**src/verilog/hcsd_pkg.sv**
```systemverilog
package hcsd_pkg;

  // ----------------------------------------------------------------
  // Register map and field positions
  // ----------------------------------------------------------------
  localparam logic [7:0] STATUS_OFS = 8'h1C;
  localparam logic [7:0] STATUS_RST = 8'h10;
  localparam int UV_BIT = 0;
  localparam int NVM_BIT = 1;
  localparam int PIN_FLT_BIT = 2;
  localparam int OSC_BIT = 3;
  localparam int PIN_LVL_BIT = 4;

  // ----------------------------------------------------------------
  // Mode codes and field limits
  // ----------------------------------------------------------------
  localparam logic [1:0] MODE_TRIG = 2'h0;
  localparam logic [1:0] MODE_CONT = 2'h2;
  localparam logic [2:0] AVG_MAX = 3'h5;
  localparam logic [2:0] BAND_MIN_CODE = 3'h2;
  localparam logic [1:0] PIN_FLT_CNT = 2'h3;
  localparam logic signed [16:0] TEMP_REF = 17'sh00000;
  localparam int TC_SHIFT = 16;
  localparam logic [8:0] TC_COEF_1 = 9'h020;
  localparam logic [8:0] TC_COEF_2 = 9'h030;
  localparam logic [8:0] TC_COEF_3 = 9'h040;

  // ----------------------------------------------------------------
  // Timing, 20 ns clock
  // ----------------------------------------------------------------
  localparam int CLK_PERIOD_NS = 20;
  localparam int SPIN_TIME_NS = 10000;
  localparam int ADC_TIME_NS = 10000;
  localparam int IRQ_TIME_NS = 10000;
  localparam logic [11:0] SPIN_CYC = 12'((SPIN_TIME_NS + CLK_PERIOD_NS - 1) / CLK_PERIOD_NS);
  localparam logic [11:0] ADC_CYC = 12'((ADC_TIME_NS + CLK_PERIOD_NS - 1) / CLK_PERIOD_NS);
  localparam logic [11:0] IRQ_CYC = 12'((IRQ_TIME_NS + CLK_PERIOD_NS - 1) / CLK_PERIOD_NS);

  // ----------------------------------------------------------------
  // Types
  // ----------------------------------------------------------------
  typedef enum logic [1:0] {CH_TEMP, CH_X, CH_Y, CH_Z} hcsd_ch_t;
  typedef enum logic {ST_IDLE, ST_RUN} hcsd_state_t;
  typedef struct packed {
    logic [2:0] len;
    hcsd_ch_t [3:0] ch;
  } hcsd_seq_t;

  // Slot list: temperature always first, then the enabled axes
  function automatic hcsd_seq_t seq_decode(input logic [3:0] code);
    logic [8:0] t;
    hcsd_seq_t s;
    case (code)
      4'h1: t = {3'h2, CH_X, CH_TEMP, CH_TEMP};
      4'h2: t = {3'h2, CH_Y, CH_TEMP, CH_TEMP};
      4'h3: t = {3'h3, CH_X, CH_Y, CH_TEMP};
      4'h4: t = {3'h2, CH_Z, CH_TEMP, CH_TEMP};
      4'h5: t = {3'h3, CH_Z, CH_X, CH_TEMP};
      4'h6: t = {3'h3, CH_Y, CH_Z, CH_TEMP};
      4'h7: t = {3'h4, CH_X, CH_Y, CH_Z};
      4'h8: t = {3'h4, CH_X, CH_Y, CH_X};
      4'h9: t = {3'h4, CH_Y, CH_X, CH_Y};
      4'hA: t = {3'h4, CH_Y, CH_Z, CH_Y};
      4'hB: t = {3'h4, CH_X, CH_Z, CH_X};
      default: t = {3'h1, CH_TEMP, CH_TEMP, CH_TEMP};
    endcase
    s.len = t[8:6];
    s.ch[0] = CH_TEMP;
    s.ch[1] = hcsd_ch_t'(t[5:4]);
    s.ch[2] = hcsd_ch_t'(t[3:2]);
    s.ch[3] = hcsd_ch_t'(t[1:0]);
    return s;
  endfunction

  // Drift slope per magnet class; zero code turns compensation off
  function automatic logic [8:0] tc_coef(input logic [1:0] code);
    case (code)
      2'h1: return TC_COEF_1;
      2'h2: return TC_COEF_2;
      2'h3: return TC_COEF_3;
      default: return 9'h000;
    endcase
  endfunction

endpackage

```
**src/verilog/hcsd_result_mem.sv**
```systemverilog
`timescale 1ns/10ps

module hcsd_result_mem #(
  parameter int WIDTH = 16,
  parameter int DEPTH = 4,
  parameter int AW = 2
) (
  // Clock
  input wire logic mclk_i,
  // Write port
  input wire logic we_i,
  input wire logic [AW-1:0] waddr_i,
  input wire logic [WIDTH-1:0] wdata_i,
  // Read port
  input wire logic [AW-1:0] raddr_i,
  output logic [WIDTH-1:0] rdata_o
);

  logic [WIDTH-1:0] mem [DEPTH];

  // Storage has no reset; read data is registered
  always_ff @(posedge mclk_i)
  begin
    if (we_i)
    begin
      mem[waddr_i] <= wdata_i;
    end
    rdata_o <= mem[raddr_i];
  end

endmodule // hcsd_result_mem

```
**src/verilog/hcsd_seq.sv**
```systemverilog
`timescale 1ns/10ps

// Summary of operation
// Pin fault sets status bit 2; reset zero; cleared by writing one.
// Memory checksum fault sets status bit 1 until written with one.
// Undervoltage sets status bit 0 until written with one.
// Mode 10b runs conversion sequences back to back without trigger.
// Each sample is spun and integrated, then converted and stored.
// Spin stage starts the next sample while the converter is busy.
// Every sequence converts temperature before any magnetic axis.
// That temperature compensates the magnetic results of the sequence.
// Mode 00b starts one sequence per command or pin trigger.
// Code 1011b gives X, Z, X; a Y, Z, Y code also exists.
// Middle axis completes midway between the two outer completions.
// Limit check on chosen axes: above, below, leave or enter band.
// Interrupt repeats after every sequence while the condition holds.
// Band codes 010b..111b double the band width each step.
// Drift select 00b disables compensation; others apply a slope.
// Results are averaged up to 32 samples per axis.
// Oscillator fault sets status bit 3 until written with one.
// Status bit 4 reads back the interrupt pin level.
// Diagnostic summary is high while any fault flag is set.
// Writing zero keeps a flag; a new fault beats a clear.
// Only enabled axes convert; then restart or wait for trigger.

module hcsd_seq #(
  parameter logic [15:0] BAND_BASE_LSB = 16'h0010
) (
  // Clock and reset
  input wire logic mclk_i,
  input wire logic rst_i,
  // Register port
  input wire logic [7:0] reg_addr_i,
  input wire logic reg_wr_i,
  input wire logic [7:0] reg_wdata_i,
  input wire logic reg_rd_i,
  output logic [7:0] reg_rdata_o,
  // Configuration fields
  input wire logic [1:0] run_mode_i,
  input wire logic [3:0] axis_channel_select_i,
  input wire logic [2:0] conversion_averaging_i,
  input wire logic limit_direction_select_i,
  input wire logic [2:0] threshold_band_width_i,
  input wire logic [1:0] magnet_drift_comp_select_i,
  input wire logic [2:0] limit_axis_en_i,
  input wire logic [15:0] limit_level_i,
  input wire logic conv_trigger_i,
  // Fault events
  input wire logic uv_event_i,
  input wire logic nvm_crc_event_i,
  input wire logic osc_event_i,
  // Analog front end
  output logic spin_start_o,
  output logic [1:0] spin_ch_o,
  output logic adc_start_o,
  output logic [1:0] adc_ch_o,
  input wire logic [15:0] adc_data_i,
  // Interrupt pin, open drain
  input wire logic int_pin_i,
  output logic int_pin_o,
  output logic int_oe_o,
  // Status and results
  output logic diagnostic_summary_flag_o,
  output logic busy_o,
  input wire logic [1:0] res_sel_i,
  output logic [15:0] res_data_o
);

  // ----------------------------------------------------------------
  // State
  // ----------------------------------------------------------------
  typedef struct packed {
    hcsd_pkg::hcsd_state_t state;
    logic [3:0] flags;
    logic pin_s1;
    logic pin_s2;
    logic pin_prev;
    logic [1:0] pin_chk;
    logic [11:0] irq_cnt;
    logic [7:0] rdata;
    hcsd_pkg::hcsd_seq_t seq;
    logic [2:0] avg;
    logic spin_busy;
    logic spin_fin;
    logic spin_go;
    logic [11:0] spin_cnt;
    logic [1:0] spin_slot;
    logic [4:0] spin_rep;
    hcsd_pkg::hcsd_ch_t spin_ch;
    logic held;
    logic held_first;
    logic held_last;
    logic held_end;
    hcsd_pkg::hcsd_ch_t held_ch;
    logic adc_busy;
    logic adc_go;
    logic adc_first;
    logic adc_last;
    logic adc_end;
    logic [11:0] adc_cnt;
    hcsd_pkg::hcsd_ch_t adc_ch;
    logic signed [20:0] acc;
    logic signed [15:0] temp;
    logic hit;
    logic res_we;
    hcsd_pkg::hcsd_ch_t res_ch;
    logic [15:0] res_val;
    logic [11:0] gap_cnt;
    logic [11:0] prev_gap;
    logic [1:0] gap_n;
  } hcsd_regs_t;

  hcsd_regs_t s;
  hcsd_regs_t next_s;

  logic [7:0] status;
  logic [3:0] clr;
  logic [3:0] ev;
  logic pin_fault;
  logic trig;
  logic [4:0] reps_m1;
  logic signed [20:0] acc_new;
  logic signed [15:0] avg_v;
  logic signed [16:0] dt;
  logic signed [41:0] prod;
  logic signed [15:0] comp;
  logic signed [17:0] half;
  logic signed [17:0] hi;
  logic signed [17:0] lo;
  logic signed [17:0] v18;
  logic signed [17:0] thr18;
  logic cond;
  logic [3:0] en4;
  logic adc_done;

  // ----------------------------------------------------------------
  // Derived values
  // ----------------------------------------------------------------
  // Status byte: reserved bits read zero, bit 4 is the live pin level
  assign status = {3'h0, s.pin_s2, s.flags};
  assign pin_fault = (s.pin_chk == hcsd_pkg::PIN_FLT_CNT);
  assign ev = {osc_event_i, pin_fault, nvm_crc_event_i, uv_event_i};
  assign clr = (reg_wr_i && reg_addr_i == hcsd_pkg::STATUS_OFS) ? reg_wdata_i[3:0] : 4'h0;
  // Host trigger by command or by a falling edge it drives on the pin
  assign trig = conv_trigger_i | (s.pin_prev & ~s.pin_s2 & (s.irq_cnt == 12'h000));
  assign reps_m1 = 5'((6'h01 << s.avg) - 6'h01);
  assign adc_done = s.adc_busy && (s.adc_cnt == 12'h000);

  // Averaging: sum the repeats, then shift by the log2 count
  assign acc_new = s.adc_first ? {{5{adc_data_i[15]}}, adc_data_i}
                 : s.acc + {{5{adc_data_i[15]}}, adc_data_i};
  assign avg_v = 16'(acc_new >>> s.avg);
  // Drift slope applied against the temperature of this sequence
  assign dt = {s.temp[15], s.temp} - hcsd_pkg::TEMP_REF;
  assign prod = avg_v * dt * $signed({1'b0, hcsd_pkg::tc_coef(magnet_drift_comp_select_i)});
  assign comp = avg_v + 16'(prod >>> hcsd_pkg::TC_SHIFT);

  // Band centred on the limit; width doubles per code step
  assign half = 18'({2'h0, BAND_BASE_LSB} << (threshold_band_width_i - 3'h2)) >>> 1;
  assign v18 = {{2{comp[15]}}, comp};
  assign thr18 = {{2{limit_level_i[15]}}, limit_level_i};
  assign hi = thr18 + half;
  assign lo = thr18 - half;
  assign en4 = {limit_axis_en_i, 1'b0};

  // Direction picks above/below, or with a band leave/enter
  always_comb
  begin
    if (threshold_band_width_i >= hcsd_pkg::BAND_MIN_CODE)
    begin
      cond = limit_direction_select_i ? (v18 >= lo && v18 <= hi)
           : (v18 > hi || v18 < lo);
    end
    else
    begin
      cond = limit_direction_select_i ? (v18 < thr18) : (v18 > thr18);
    end
  end

  // ----------------------------------------------------------------
  // Next state
  // ----------------------------------------------------------------
  always_comb
  begin
    next_s = s;
    next_s.spin_go = 1'b0;
    next_s.adc_go = 1'b0;
    next_s.res_we = 1'b0;
    next_s.pin_s1 = int_pin_i;
    next_s.pin_s2 = s.pin_s1;
    next_s.pin_prev = s.pin_s2;
    next_s.gap_cnt = s.gap_cnt + 12'h001;
    // Set wins over a same-cycle clear; zero bits clear nothing
    next_s.flags = (s.flags & ~clr) | ev;
    // Pin held low by us but read high means a broken pin
    if (s.irq_cnt != 12'h000 && s.pin_s2 && !pin_fault)
    begin
      next_s.pin_chk = s.pin_chk + 2'h1;
    end
    else if (s.irq_cnt == 12'h000 || !s.pin_s2)
    begin
      next_s.pin_chk = 2'h0;
    end
    if (s.irq_cnt != 12'h000)
    begin
      next_s.irq_cnt = s.irq_cnt - 12'h001;
    end
    // Reads of unmapped offsets return zero
    if (reg_rd_i)
    begin
      next_s.rdata = (reg_addr_i == hcsd_pkg::STATUS_OFS) ? status : 8'h00;
    end
    // Sequence start
    unique case (s.state)
      hcsd_pkg::ST_IDLE:
      begin
        if (run_mode_i == hcsd_pkg::MODE_CONT
            || (run_mode_i == hcsd_pkg::MODE_TRIG && trig))
        begin
          next_s.state = hcsd_pkg::ST_RUN;
          next_s.seq = hcsd_pkg::seq_decode(axis_channel_select_i);
          next_s.avg = (conversion_averaging_i > hcsd_pkg::AVG_MAX) ? hcsd_pkg::AVG_MAX
                     : conversion_averaging_i;
          next_s.spin_slot = 2'h0;
          next_s.spin_rep = 5'h00;
          next_s.spin_fin = 1'b0;
          next_s.hit = 1'b0;
          next_s.gap_n = 2'h0;
        end
      end
      hcsd_pkg::ST_RUN:
      begin
        // Spin stage; a free holding slot lets it run ahead of the ADC
        if (!s.spin_fin && !s.spin_busy && !s.held)
        begin
          next_s.spin_go = 1'b1;
          next_s.spin_busy = 1'b1;
          next_s.spin_cnt = hcsd_pkg::SPIN_CYC - 12'h001;
          next_s.spin_ch = s.seq.ch[s.spin_slot];
        end
        else if (s.spin_busy && s.spin_cnt != 12'h000)
        begin
          next_s.spin_cnt = s.spin_cnt - 12'h001;
        end
        else if (s.spin_busy)
        begin
          next_s.spin_busy = 1'b0;
          next_s.held = 1'b1;
          next_s.held_ch = s.spin_ch;
          next_s.held_first = (s.spin_rep == 5'h00);
          next_s.held_last = (s.spin_rep == reps_m1);
          next_s.held_end = (s.spin_rep == reps_m1)
                          && ({1'b0, s.spin_slot} == s.seq.len - 3'h1);
          if (s.spin_rep == reps_m1)
          begin
            next_s.spin_rep = 5'h00;
            next_s.spin_slot = s.spin_slot + 2'h1;
            next_s.spin_fin = ({1'b0, s.spin_slot} == s.seq.len - 3'h1);
          end
          else
          begin
            next_s.spin_rep = s.spin_rep + 5'h01;
          end
        end
        // Converter stage takes the integrated sample
        if (!s.adc_busy && s.held)
        begin
          next_s.held = 1'b0;
          next_s.adc_go = 1'b1;
          next_s.adc_busy = 1'b1;
          next_s.adc_cnt = hcsd_pkg::ADC_CYC - 12'h001;
          next_s.adc_ch = s.held_ch;
          next_s.adc_first = s.held_first;
          next_s.adc_last = s.held_last;
          next_s.adc_end = s.held_end;
        end
        else if (s.adc_busy && !adc_done)
        begin
          next_s.adc_cnt = s.adc_cnt - 12'h001;
        end
        else if (adc_done)
        begin
          next_s.adc_busy = 1'b0;
          next_s.acc = acc_new;
          // Fixed stage times keep completions evenly spaced
          next_s.gap_cnt = 12'h000;
          next_s.prev_gap = s.gap_cnt;
          next_s.gap_n = (s.gap_n == 2'h2) ? 2'h2 : s.gap_n + 2'h1;
          if (s.adc_last && s.adc_ch == hcsd_pkg::CH_TEMP)
          begin
            next_s.temp = avg_v;
          end
          else if (s.adc_last)
          begin
            next_s.res_we = 1'b1;
            next_s.res_ch = s.adc_ch;
            next_s.res_val = comp;
            next_s.hit = s.hit | (cond & en4[s.adc_ch]);
          end
          if (s.adc_end)
          begin
            // Re-raise the interrupt each sequence the condition holds
            if (s.hit || (s.adc_last && cond && en4[s.adc_ch]))
            begin
              next_s.irq_cnt = hcsd_pkg::IRQ_CYC;
            end
            next_s.state = hcsd_pkg::ST_IDLE;
          end
        end
      end
    endcase
  end

  // ----------------------------------------------------------------
  // Registers
  // ----------------------------------------------------------------
  // Pin samplers start high, matching the idle pulled-up pin
  always_ff @(posedge mclk_i or posedge rst_i)
  begin
    if (rst_i)
    begin
      s <= '0;
      s.pin_s1 <= hcsd_pkg::STATUS_RST[hcsd_pkg::PIN_LVL_BIT];
      s.pin_s2 <= hcsd_pkg::STATUS_RST[hcsd_pkg::PIN_LVL_BIT];
      s.pin_prev <= hcsd_pkg::STATUS_RST[hcsd_pkg::PIN_LVL_BIT];
    end
    else
    begin
      s <= next_s;
    end
  end

  hcsd_result_mem #(
    .WIDTH(16),
    .DEPTH(4),
    .AW(2)
  ) u_mem (
    .mclk_i(mclk_i),
    .we_i(s.res_we),
    .waddr_i(s.res_ch),
    .wdata_i(s.res_val),
    .raddr_i(res_sel_i),
    .rdata_o(res_data_o)
  );

  // ----------------------------------------------------------------
  // Outputs
  // ----------------------------------------------------------------
  assign reg_rdata_o = s.rdata;
  assign spin_start_o = s.spin_go;
  assign spin_ch_o = s.spin_ch;
  assign adc_start_o = s.adc_go;
  assign adc_ch_o = s.adc_ch;
  assign int_pin_o = 1'b0;
  assign int_oe_o = (s.irq_cnt != 12'h000);
  assign diagnostic_summary_flag_o = |s.flags;
  assign busy_o = (s.state == hcsd_pkg::ST_RUN);

  // ----------------------------------------------------------------
  // Checks
  // ----------------------------------------------------------------
  a_uv_flag_set: assert property (@(posedge mclk_i) disable iff (rst_i)
    uv_event_i |=> s.flags[hcsd_pkg::UV_BIT])
    else $error("undervoltage flag not set");

  a_nvm_flag_set: assert property (@(posedge mclk_i) disable iff (rst_i)
    nvm_crc_event_i |=> s.flags[hcsd_pkg::NVM_BIT])
    else $error("checksum flag not set");

  a_osc_flag_set: assert property (@(posedge mclk_i) disable iff (rst_i)
    osc_event_i |=> s.flags[hcsd_pkg::OSC_BIT])
    else $error("oscillator flag not set");

  a_flag_clear: assert property (@(posedge mclk_i) disable iff (rst_i)
    (clr[hcsd_pkg::UV_BIT] && !uv_event_i) |=> !s.flags[hcsd_pkg::UV_BIT])
    else $error("write one did not clear flag");

  a_flag_zero_keep: assert property (@(posedge mclk_i) disable iff (rst_i)
    (reg_wr_i && reg_addr_i == hcsd_pkg::STATUS_OFS && reg_wdata_i[3:0] == 4'h0)
    |=> s.flags == ($past(s.flags) | $past(ev)))
    else $error("zero write changed a flag");

  a_pin_fault_flag: assert property (@(posedge mclk_i) disable iff (rst_i)
    pin_fault |=> s.flags[hcsd_pkg::PIN_FLT_BIT])
    else $error("pin fault flag not set");

  a_diag_summary: assert property (@(posedge mclk_i) disable iff (rst_i)
    diagnostic_summary_flag_o == (s.flags != 4'h0))
    else $error("summary disagrees with flags");

  a_pin_readback: assert property (@(posedge mclk_i) disable iff (rst_i)
    reg_rd_i && reg_addr_i == hcsd_pkg::STATUS_OFS |=> reg_rdata_o[4] == $past(s.pin_s2))
    else $error("pin level bit wrong");

  a_cont_restart: assert property (@(posedge mclk_i) disable iff (rst_i)
    (s.state == hcsd_pkg::ST_IDLE && run_mode_i == hcsd_pkg::MODE_CONT)
    |=> s.state == hcsd_pkg::ST_RUN ##1 spin_start_o)
    else $error("continuous mode did not restart");

  a_trig_wait: assert property (@(posedge mclk_i) disable iff (rst_i)
    (s.state == hcsd_pkg::ST_IDLE && run_mode_i == hcsd_pkg::MODE_TRIG && !trig)
    |=> s.state == hcsd_pkg::ST_IDLE)
    else $error("sequence started without trigger");

  a_temp_first: assert property (@(posedge mclk_i) disable iff (rst_i)
    (spin_start_o && $past(s.state, 2) == hcsd_pkg::ST_IDLE) |-> spin_ch_o == hcsd_pkg::CH_TEMP)
    else $error("first slot not temperature");

  a_spin_overlap: assert property (@(posedge mclk_i) disable iff (rst_i)
    (s.state == hcsd_pkg::ST_RUN && s.held && !s.adc_busy) |=> adc_start_o ##1 !s.held)
    else $error("converter did not take sample");

  a_even_spacing: assert property (@(posedge mclk_i) disable iff (rst_i)
    (adc_done && s.gap_n == 2'h2) |-> s.gap_cnt == s.prev_gap)
    else $error("conversion completions unevenly spaced");

  a_irq_pulse: assert property (@(posedge mclk_i) disable iff (rst_i)
    (adc_done && s.adc_end && s.hit) |=> int_oe_o [*8])
    else $error("interrupt not raised on limit hit");

endmodule // hcsd_seq

```
**config.mk**
```make
export PLATFORM = sky130hd
export DESIGN_NAME = hcsd_seq
export DESIGN_NICKNAME = d
export VERILOG_FILES = /design/src/verilog/hcsd_pkg.sv /design/src/verilog/hcsd_result_mem.sv /design/src/verilog/hcsd_seq.sv
export SDC_FILE = /design/constraint.sdc
export NUM_CORES = 1
export LEC_CHECK = 0
export BUFFER_PORTS_ARGS = -buffer_cell sky130_fd_sc_hd__buf_2
export CAP_MARGIN = 20
export CORE_MARGIN = 8
export CORE_UTILIZATION = 50
export CTS_CLUSTER_SIZE = 12
export DETAILED_ROUTE_END_ITERATION = 12
export GPL_ROUTABILITY_DRIVEN = 0
export PLACE_DENSITY = 0.64
export SYNTH_ARGS = -nofsm -noshare
export SYNTH_HDL_FRONTEND = slang
export SYNTH_SLANG_ARGS = --single-unit
```
**constraint.sdc**
```tcl
create_clock -name mclk_i -period 17.4 [get_ports mclk_i]
set_clock_uncertainty 0.1 [all_clocks]
set_input_delay 2.61 -clock mclk_i [delete_from_list [all_inputs] [get_ports mclk_i]]
set_output_delay 2.61 -clock mclk_i [all_outputs]
set_load 0.02 [all_outputs]
```
Yosys cells after proc, flatten, opt, wreduce, memory -nomap -nowiden --
Memories as Yosys holds them, arrays and structs flattened. A register that Yosys moved wholly into a read port is not among the register bits. Cells that the tools add are included. Widths: inputs -> output; s select.
Cells by class: reduce and logical (&&, ||, !) cells 55, $mul 2, muxes and demuxes 70, eq/ne operators 23, bitwise logic cells 15, shifts and indexed selects 3, $add $sub $neg 15, $lt $le $gt $ge 10
Operator list (count):
- $mux 83 | 3
- $mux 12 | 11
- $mux 55 | 1
- $mux 43 | 1
- $mux 20 | 2
- $sub 12x1->12 const B | 3
- $mul 16x16->32 | 1
- $mul 32x8->32 | 1
- $mux 7 | 4
- $logic_not 12->1 | 2
- $reduce_bool 12->1 | 2
- $add 21x21->21 | 1
- $mux 1 | 21
- $mux 21 | 1
- $pmux 7 s3 | 1
- $sshr 21x3->16 | 1
- $ne 2x2->1 const B | 10
- $reduce_and 4->1 | 5
- $add 16x18->18 | 1
- $ge 16x18->1 | 1
- $gt 16x18->1 | 1
- $le 16x18->1 | 1
- $lt 16x18->1 | 1
- $mux 6 | 3
- other kinds (49) | 114
Word-level totals: word-level logic and storage cells 232, register bits 165, output and inout port bits 34, memories kept 2, RAM bits 64, input port bits 77, ROM bits 144
Memories:
- (name not given) | words 16, width 9, rd ports 1, clocked after Yosys merged registers in 1, wr ports 0, line hcsd_pkg.sv:53 | case (code)
- u_mem.mem | words 4, width 16, rd ports 1, clocked after Yosys merged registers in 1, wr ports 1, line hcsd_result_mem.sv:19 | logic [WIDTH-1:0] mem [DEPTH];

Longest topological paths before layout --
Gate-level depths: netlist of the first run.
depth after elaboration 19, gate-level depth with buffers 77, mapped depth without buffers 75

Cells and area by module --
A second synthesis of the first run with hierarchy kept.
Unflattened totals: cell total of the unflattened synthesis 2816, area total of the unflattened synthesis 26127.6 µm²
By module, submodules not included:
- hcsd_seq | instances 1, cells an instance 2712, area an instance 23430.0 µm², seq. area each 3632.2 µm²
- hcsd_result_mem | instances 1, cells an instance 104, area an instance 2697.6 µm², seq. area each 2242.2 µm²

Worst setup path before layout of the first run --
Ideal clock, no wire load.
kind input-to-reg, start point input port adc_data_i[0], end point register s[155] (netlist name), path buffers 2, setup time 145 ps, required time 17155 ps, arrival 17560 ps, path slack -405 ps, stages 71, cells stage by stage ha_1 inv_1 fa_1 nand2b_1 a21boi_2 o21ai_0 a21o_1 a211oi_2 mux2_2 nor2_1 a211o_1 o21ai_1 clkbuf_1 nand2_1 fa_1 fa_1 inv_1 fa_1 [... 35 more ...] nor3_1 xor2_1 xnor2_2 xor3_1 or3_1 buf_6 nand2_1 ha_1 nand2_1 a31oi_1 a32o_1 a211o_1 a21oi_1 o21ai_0 a22o_1 a2111oi_4 o31a_2 a221oi_2
RTL lines:
- from (decl) | line hcsd_seq.sv:57 | input wire logic [15:0] adc_data_i,
- to (signal assigned) | line hcsd_seq.sv:329 | s <= next_s;
- to (decl) | line hcsd_seq.sv:113 | hcsd_regs_t s;

==> metrics.md, run 1 <==
| Metric | Value |
|---|---|
| Port Buf Inserts | 102 |
| Post-synth cell types | 100 |
| Reg clk slew, reported paths | 0.06 ns |
| Largest net degree at the start of global routing | 78 |
| Critical Path Most Common Cell | ha_4 |
| Final Cell Area | 32000 um^2 |
| Gr usage total | 0.225 |
| Number of H-tree levels | 1 |
| Worst skew pair latency | 0.55 ns |
| Final setup vio count | 0 |
| Final net count | 3911 |
| Worst slew pin tran | 1.03 ns |
| Unrepaired setup endpoints after global routing | true |
| Ys flop type | dfrtp_1 |
| Max-cap violations | 0 |
| Post-synth EDFFs | 64 |
| Crit share post-route | 0.990 |
| Max clock buf depth | 3 |
| HPWL after DPL | 53100 um |
| Slew Limit Headroom | 0.312 |
| Area leader, netlist | fa_1 |
| Drt total wl | 67100 um |
| CTS hold repair buffers | 0 |
| Routed Antenna Nets | 0 |
| TritonCTS buffer count | 25 |
| Fraction of registers with async set/reset | 0.644 |
| Most frequent cell after synthesis | inv_1 |
| Drt wl/cell | 16.7 um |
| Reg2Reg Setup Slack | 1.87 ns |
| Share of cells above drive strength 1 | 0.231 |
| Hold Crit Class | reg2reg |
| Die Wd | 245 um |
| Area growth syn-to-layout | 21.6% |
| Setup crit start kind | input pin |
| Max frequency | 58.1 MHz |
| Die ar. | 60200 um^2 |
| Top cell type's share of synthesized area | 0.195 |
| Mapped Avg Cell Area | 9.08 um^2 |
| Core area | 52200 um^2 |
| Die Ht | 245 um |
| Area post-placement | 30000 um^2 |
| Crit end category | register |
| Syn Inst Count | 2895 |
| TritonCTS Sinks | 225 |
| Outcome | complete, no violations |
| DR iter-0 viols | 1277 |
| Post-synth top cells | inv_1 (456), nand2_1 (344), ha_1 (279) |
| Root buffer cell | clkbuf_16 |
| Top cells by area, synth | fa_1 (19%), dfrtp_1 (14%), ha_1 (13%), edfxtp_1 (7.3%), inv_1 (6.5%) |
| Vias in the first global route | 23000 |
| First-pass GRT wire length | 112000 um |
| Slowest CP cell | fa_2 |
| Sequential fraction of the synthesis area | 0.223 |
| Cell Rows | 84 |
| Synth Register Bits | 225 |
| DR vias/cell | 5.43 |
| Final worst slack | 0.177 ns |
| CP max FO | 6 |
| CTS tree | yes |
| Drt first pass iters | 5 |
| Synthesis Warnings | 0 |
| IO Pins | 111 |
| Initial antenna violation count | 1 |
| DR DRC count | 0 |
| Fin util | 0.612 |
| Starting density of the core | 0.503 |
| Worst EP arrival | 17.53 ns |
| Critical Path RT | 17.71 ns |
| Remaining global-route overflow | 0 |
| Post-layout min period | 17.22 ns |
| Cell Area, Synth | 26300 um^2 |
| CP Class | in2reg |
| Via count | 21800 |
| Crit path largest cell delay | 0.55 ns |
| Max Slew Vio Count | 0 |
| Endpoints failing hold | 0 |
| Dpl ws | -1.31 ns |
layer usage:
metal / share of wire / global-route usage / up-vias
met3: 0.047 / 0.0317 / 152
met2: 0.50 / 0.400 / 491
met5: 0.00016 / 0 / -
met1: 0.42 / 0.277 / 10800
li1: - / - / 10400
met4: 0.037 / 0.0769 / 2
final timing paths:
check                                    from        endpoint  cells past startpoint
worst min register to register    next_s[169]     next_s[168]                      0
worst max-delay path            adc_data_i[0]          s[155]                     72
worst max register to register          s[62]          s[155]                     71
max in group asynchronous               rst_i           s[82]                      3
min in group asynchronous               rst_i  reg_rdata_o[2]                      2
worst min-delay path              next_s[169]     next_s[168]                      0
cell families (layout without fill, tap and decap cells):
| group | Yosys count | in the layout | share of synthesized area |
|---|---|---|---|
| adders and majority gates | 536 | 536 | 0.328 |
| buffers and inverters | 576 | 995 | 0.0858 |
| xor gates and xnor gates | 127 | 127 | 0.0448 |
| AOI/OAI and AO/OA | 470 | 470 | 0.120 |
| and+or+nand+nor | 883 | 883 | 0.159 |
| muxes | 77 | 77 | 0.0387 |
| DFF | 225 | 225 | 0.223 |
| other | 1 | 5 | 0.000143 |
cells in the final DEF, fill, tap and decap left out, types with 42 or more instances in the layout:
cell	netlist	layout
a21oi_1	116	98
ha_1	279	248
o21ai_0	104	81
buf_2	11	101
and2_1	102	101
inv_1	456	446
nand2_1	344	336
buf_4	17	373
nor3_1	54	45
xnor2_1	87	81
dfrtp_1	142	142
nor2_1	172	162
fa_1	256	249
edfxtp_1	64	64
a21o_1	42	42
stage by stage:
step	instances	hold slack (ns)	setup TNS [ns]
after global routing	4005	0.260	-4.94
final	4006	0.254	0
after global placement	3933	0.245	-14.11
after CTS	3991	0.256	0
after detailed placement	3933	0.247	-16.84
after floorplan	2898	0.245	0
final cells by class:
| cell class | count | area, um^2 |
|---|---|---|
| antenna | 1 | 2.50 |
| timing repair buffer | 489 | 3500 |
| clock inverter | 5 | 48.8 |
| inverter | 461 | 1740 |
| tap | 688 | 861 |
| multi-input combinational | 2097 | 19200 |
| fill | 4414 | 20300 |
| clock buffer | 40 | 754 |
| sequential | 225 | 5870 |
critical path: cells and delay by family:
kind                     cells  cell delay [ns]
AND/OR/NAND/NOR             13             1.98
XOR/XNOR                     4             0.84
multiplexers                 1             0.22
AO/OA/AOI/OAI               29             5.42
adder cells (fa/ha/maj)     16             5.86
buffers and inverters        9             0.57
registers in the layout, indices dropped and copies added, names as in the netlist:
signal,flops
adc_start_o,1
u_mem.mem,64
busy_o,1
spin_ch_o,2
adc_ch_o,2
spin_start_o,1
u_mem.rdata_o,16
s,131
next_s,2
reg_rdata_o,5
timing repair:
| action | CTS | global route |
|---|---|---|
| setup endpoints to repair | 13 | 13 |
| pin swaps | 41 | 114 |
| gates cloned | 0 | 0 |
| gates resized for setup | 65 | 134 |
| setup buffers | 13 | 16 |
Power of run 1 is not shown: default switching activity piles up to over one toggle a cycle in this logic, so the estimate is an artifact.
==> run 2, diff against run 1 <==
--- a/config.mk
+++ b/config.mk
@@ -11,2 +11,3 @@
 export CORE_UTILIZATION = 50
+export CTS_BUF_LIST = sky130_fd_sc_hd__clkbuf_4
 export CTS_CLUSTER_SIZE = 12
==> constraint.sdc (replaced) <==
create_clock -name mclk_i -period 17.4 [get_ports mclk_i]
set_clock_uncertainty 0.1 [all_clocks]
set_input_delay 5.22 -clock mclk_i [delete_from_list [all_inputs] [get_ports mclk_i]]
set_output_delay 5.22 -clock mclk_i [all_outputs]
set_load 0.02 [all_outputs]
==> run 2 against run 1 <==
Cell count is 3.3% higher. Hold slack lost 0.011 ns. Global-route usage increased by 0.70 points. Largest cell class unchanged. Wire length is 1.9% higher. Sequential share of layout area down 0.46 points. Highest routed layer unchanged. The flow now finishes with violations (negative setup slack). Core utilization up 1.6 points. Non-clock buffer count grew 72. Setup slack worse by 2.1 ns.
==> metrics.md, run 2 (synthesized netlist as in run 1, its figures left out) <==
| Metric | Value |
|---|---|
| Outcome | complete, but fails checks |
| Violated checks | negative setup slack |
| Max clock buf depth | 3 |
| Drt first pass iters | 6 |
| Root buffer cell | clkbuf_4 |
| Critical Path RT | 17.94 ns |
| Slowest CP cell | fa_1 |
| Die ar. | 60200 um^2 |
| Final net count | 4013 |
| DR DRC count | 0 |
| Port Buf Inserts | 102 |
| Max reg flops | 131 |
| Max-cap violations | 0 |
| Critical Path Most Common Cell | fa_1 |
| Remaining global-route overflow | 0 |
| DR vias/cell | 5.35 |
| HPWL after DPL | 54200 um |
| Largest register by flop count | s |
| Top flop regs | s: 131 flops, u_mem.mem: 64 flops, u_mem.rdata_o: 16 flops |
| Min-delay src | next_s[169] |
| Largest net degree at the start of global routing | 88 |
| Vias in the first global route | 23800 |
| Core area | 52200 um^2 |
| Slew Limit Headroom | 0.310 |
| Worst skew pair latency | 0.75 ns |
| CTS tree | yes |
| TritonCTS Sinks | 225 |
| Crit path launch | adc_data_i[0] |
| Crit path largest cell delay | 0.58 ns |
| Number of H-tree levels | 2 |
| CP max FO | 7 |
| Crit share post-route | 1.11 |
| Worst slew pin tran | 1.03 ns |
| Top routing layer in use | met5 |
| # fillers | 4399 |
| CP Class | in2reg |
| Reg clk slew, reported paths | 0.08 ns |
| DR iter-0 viols | 1249 |
| Die Ht | 245 um |
| Max Slew Vio Count | 0 |
| Starting density of the core | 0.503 |
| Via count | 22200 |
| Final setup vio count | 13 |
| Share of cells above drive strength 1 | 0.269 |
| IO Pins | 111 |
| Routed Antenna Nets | 0 |
| Max frequency | 51.8 MHz |
| Post-layout min period | 19.31 ns |
| R2r startpoint | s[99] |
| Endpoints failing hold | 0 |
| Dpl ws | -3.61 ns |
| Commonest non-fill, non-tap cell in the layout | inv_1 |
| Hold Crit Class | reg2reg |
| Crit end category | register |
| Cell Rows | 84 |
| Drt wl/cell | 16.5 um |
| Drt total wl | 68400 um |
| DRT met1 WL | 29100 um |
| Final worst slack | -1.91 ns |
| Initial antenna violation count | 2 |
| Die Wd | 245 um |
| Worst EP arrival | 19.85 ns |
| TritonCTS buffer count | 55 |
| Setup crit start kind | input pin |
| DR WL met2 | 33700 um |
| Met3 WL | 3420 um |
| Gr usage total | 0.232 |
| Area growth syn-to-layout | 24.7% |
| Unrepaired setup endpoints after global routing | true |
| First-pass GRT wire length | 116000 um |
| Most used cells in the layout excluding fill and tap cells | inv_1 (445), buf_4 (442), nand2_1 (334), fa_1 (250), ha_1 (235) |
run 2: metal layers:
layer  vias up  track usage
li1      10600            -
met1     10900        0.295
met2       553        0.403
met3       129       0.0321
met4         2       0.0757
met5         -            0
run 2: metrics by stage:
| stage | instance area (um^2) | hold WS (ns) | setup TNS (ns) | cells | util |
|---|---|---|---|---|---|
| after CTS | 32400 | 0.227 | -24.23 | 4122 | 0.620 |
| after global placement | 30800 | 0.246 | -48.39 | 3991 | 0.589 |
| after global routing | 32800 | 0.236 | -33.12 | 4134 | 0.628 |
| after detailed placement | 30800 | 0.250 | -50.78 | 3991 | 0.589 |
| final | 32800 | 0.243 | -24.29 | 4138 | 0.628 |
| after floorplan | 26800 | 0.245 | -24.81 | 2898 | - |
run 2: critical path, delay by kind of cell:
kind | cells | cell delay (ns)
AOI/OAI and AO/OA | 27 | 4.82
xor gates and xnor gates | 5 | 1.05
adders and majority gates | 15 | 5.34
buffers and inverters | 10 | 1.24
muxes | 1 | 0.18
and+or+nand+nor | 14 | 1.97
run 2: area by class of cell:
| class | count | area (um^2) | share of cell area |
|---|---|---|---|
| Antenna cell | 6 | 15.0 | 0.000458 |
| Clock buffer | 77 | 578 | 0.0176 |
| Clock inverter | 23 | 140 | 0.00427 |
| Inverter | 461 | 1740 | 0.0530 |
| Multi-Input combinational cell | 2097 | 19500 | 0.595 |
| Sequential cell | 225 | 5870 | 0.179 |
| Tap cell | 688 | 861 | 0.0263 |
| Timing Repair Buffer | 561 | 4070 | 0.124 |
run 2: final timing paths:
path	end	slack, ns	cells past startpoint
setup / recovery	s[155]	-1.91	72
hold reg to reg	next_s[168]	0.24	0
max in group asynchronous	s[73]	11.24	3
hold / removal	next_s[168]	0.24	0
min in group asynchronous	reg_rdata_o[0]	4.56	2
setup reg to reg	s[155]	2.16	67
run 2: repair_timing:
item,CTS,global route
gates resized for setup,126,59
hold buffers,0,0
pin swaps,86,45
buffers inserted,35,10
setup endpoints to repair,15,17
Power of run 2 is left out for the same reason.
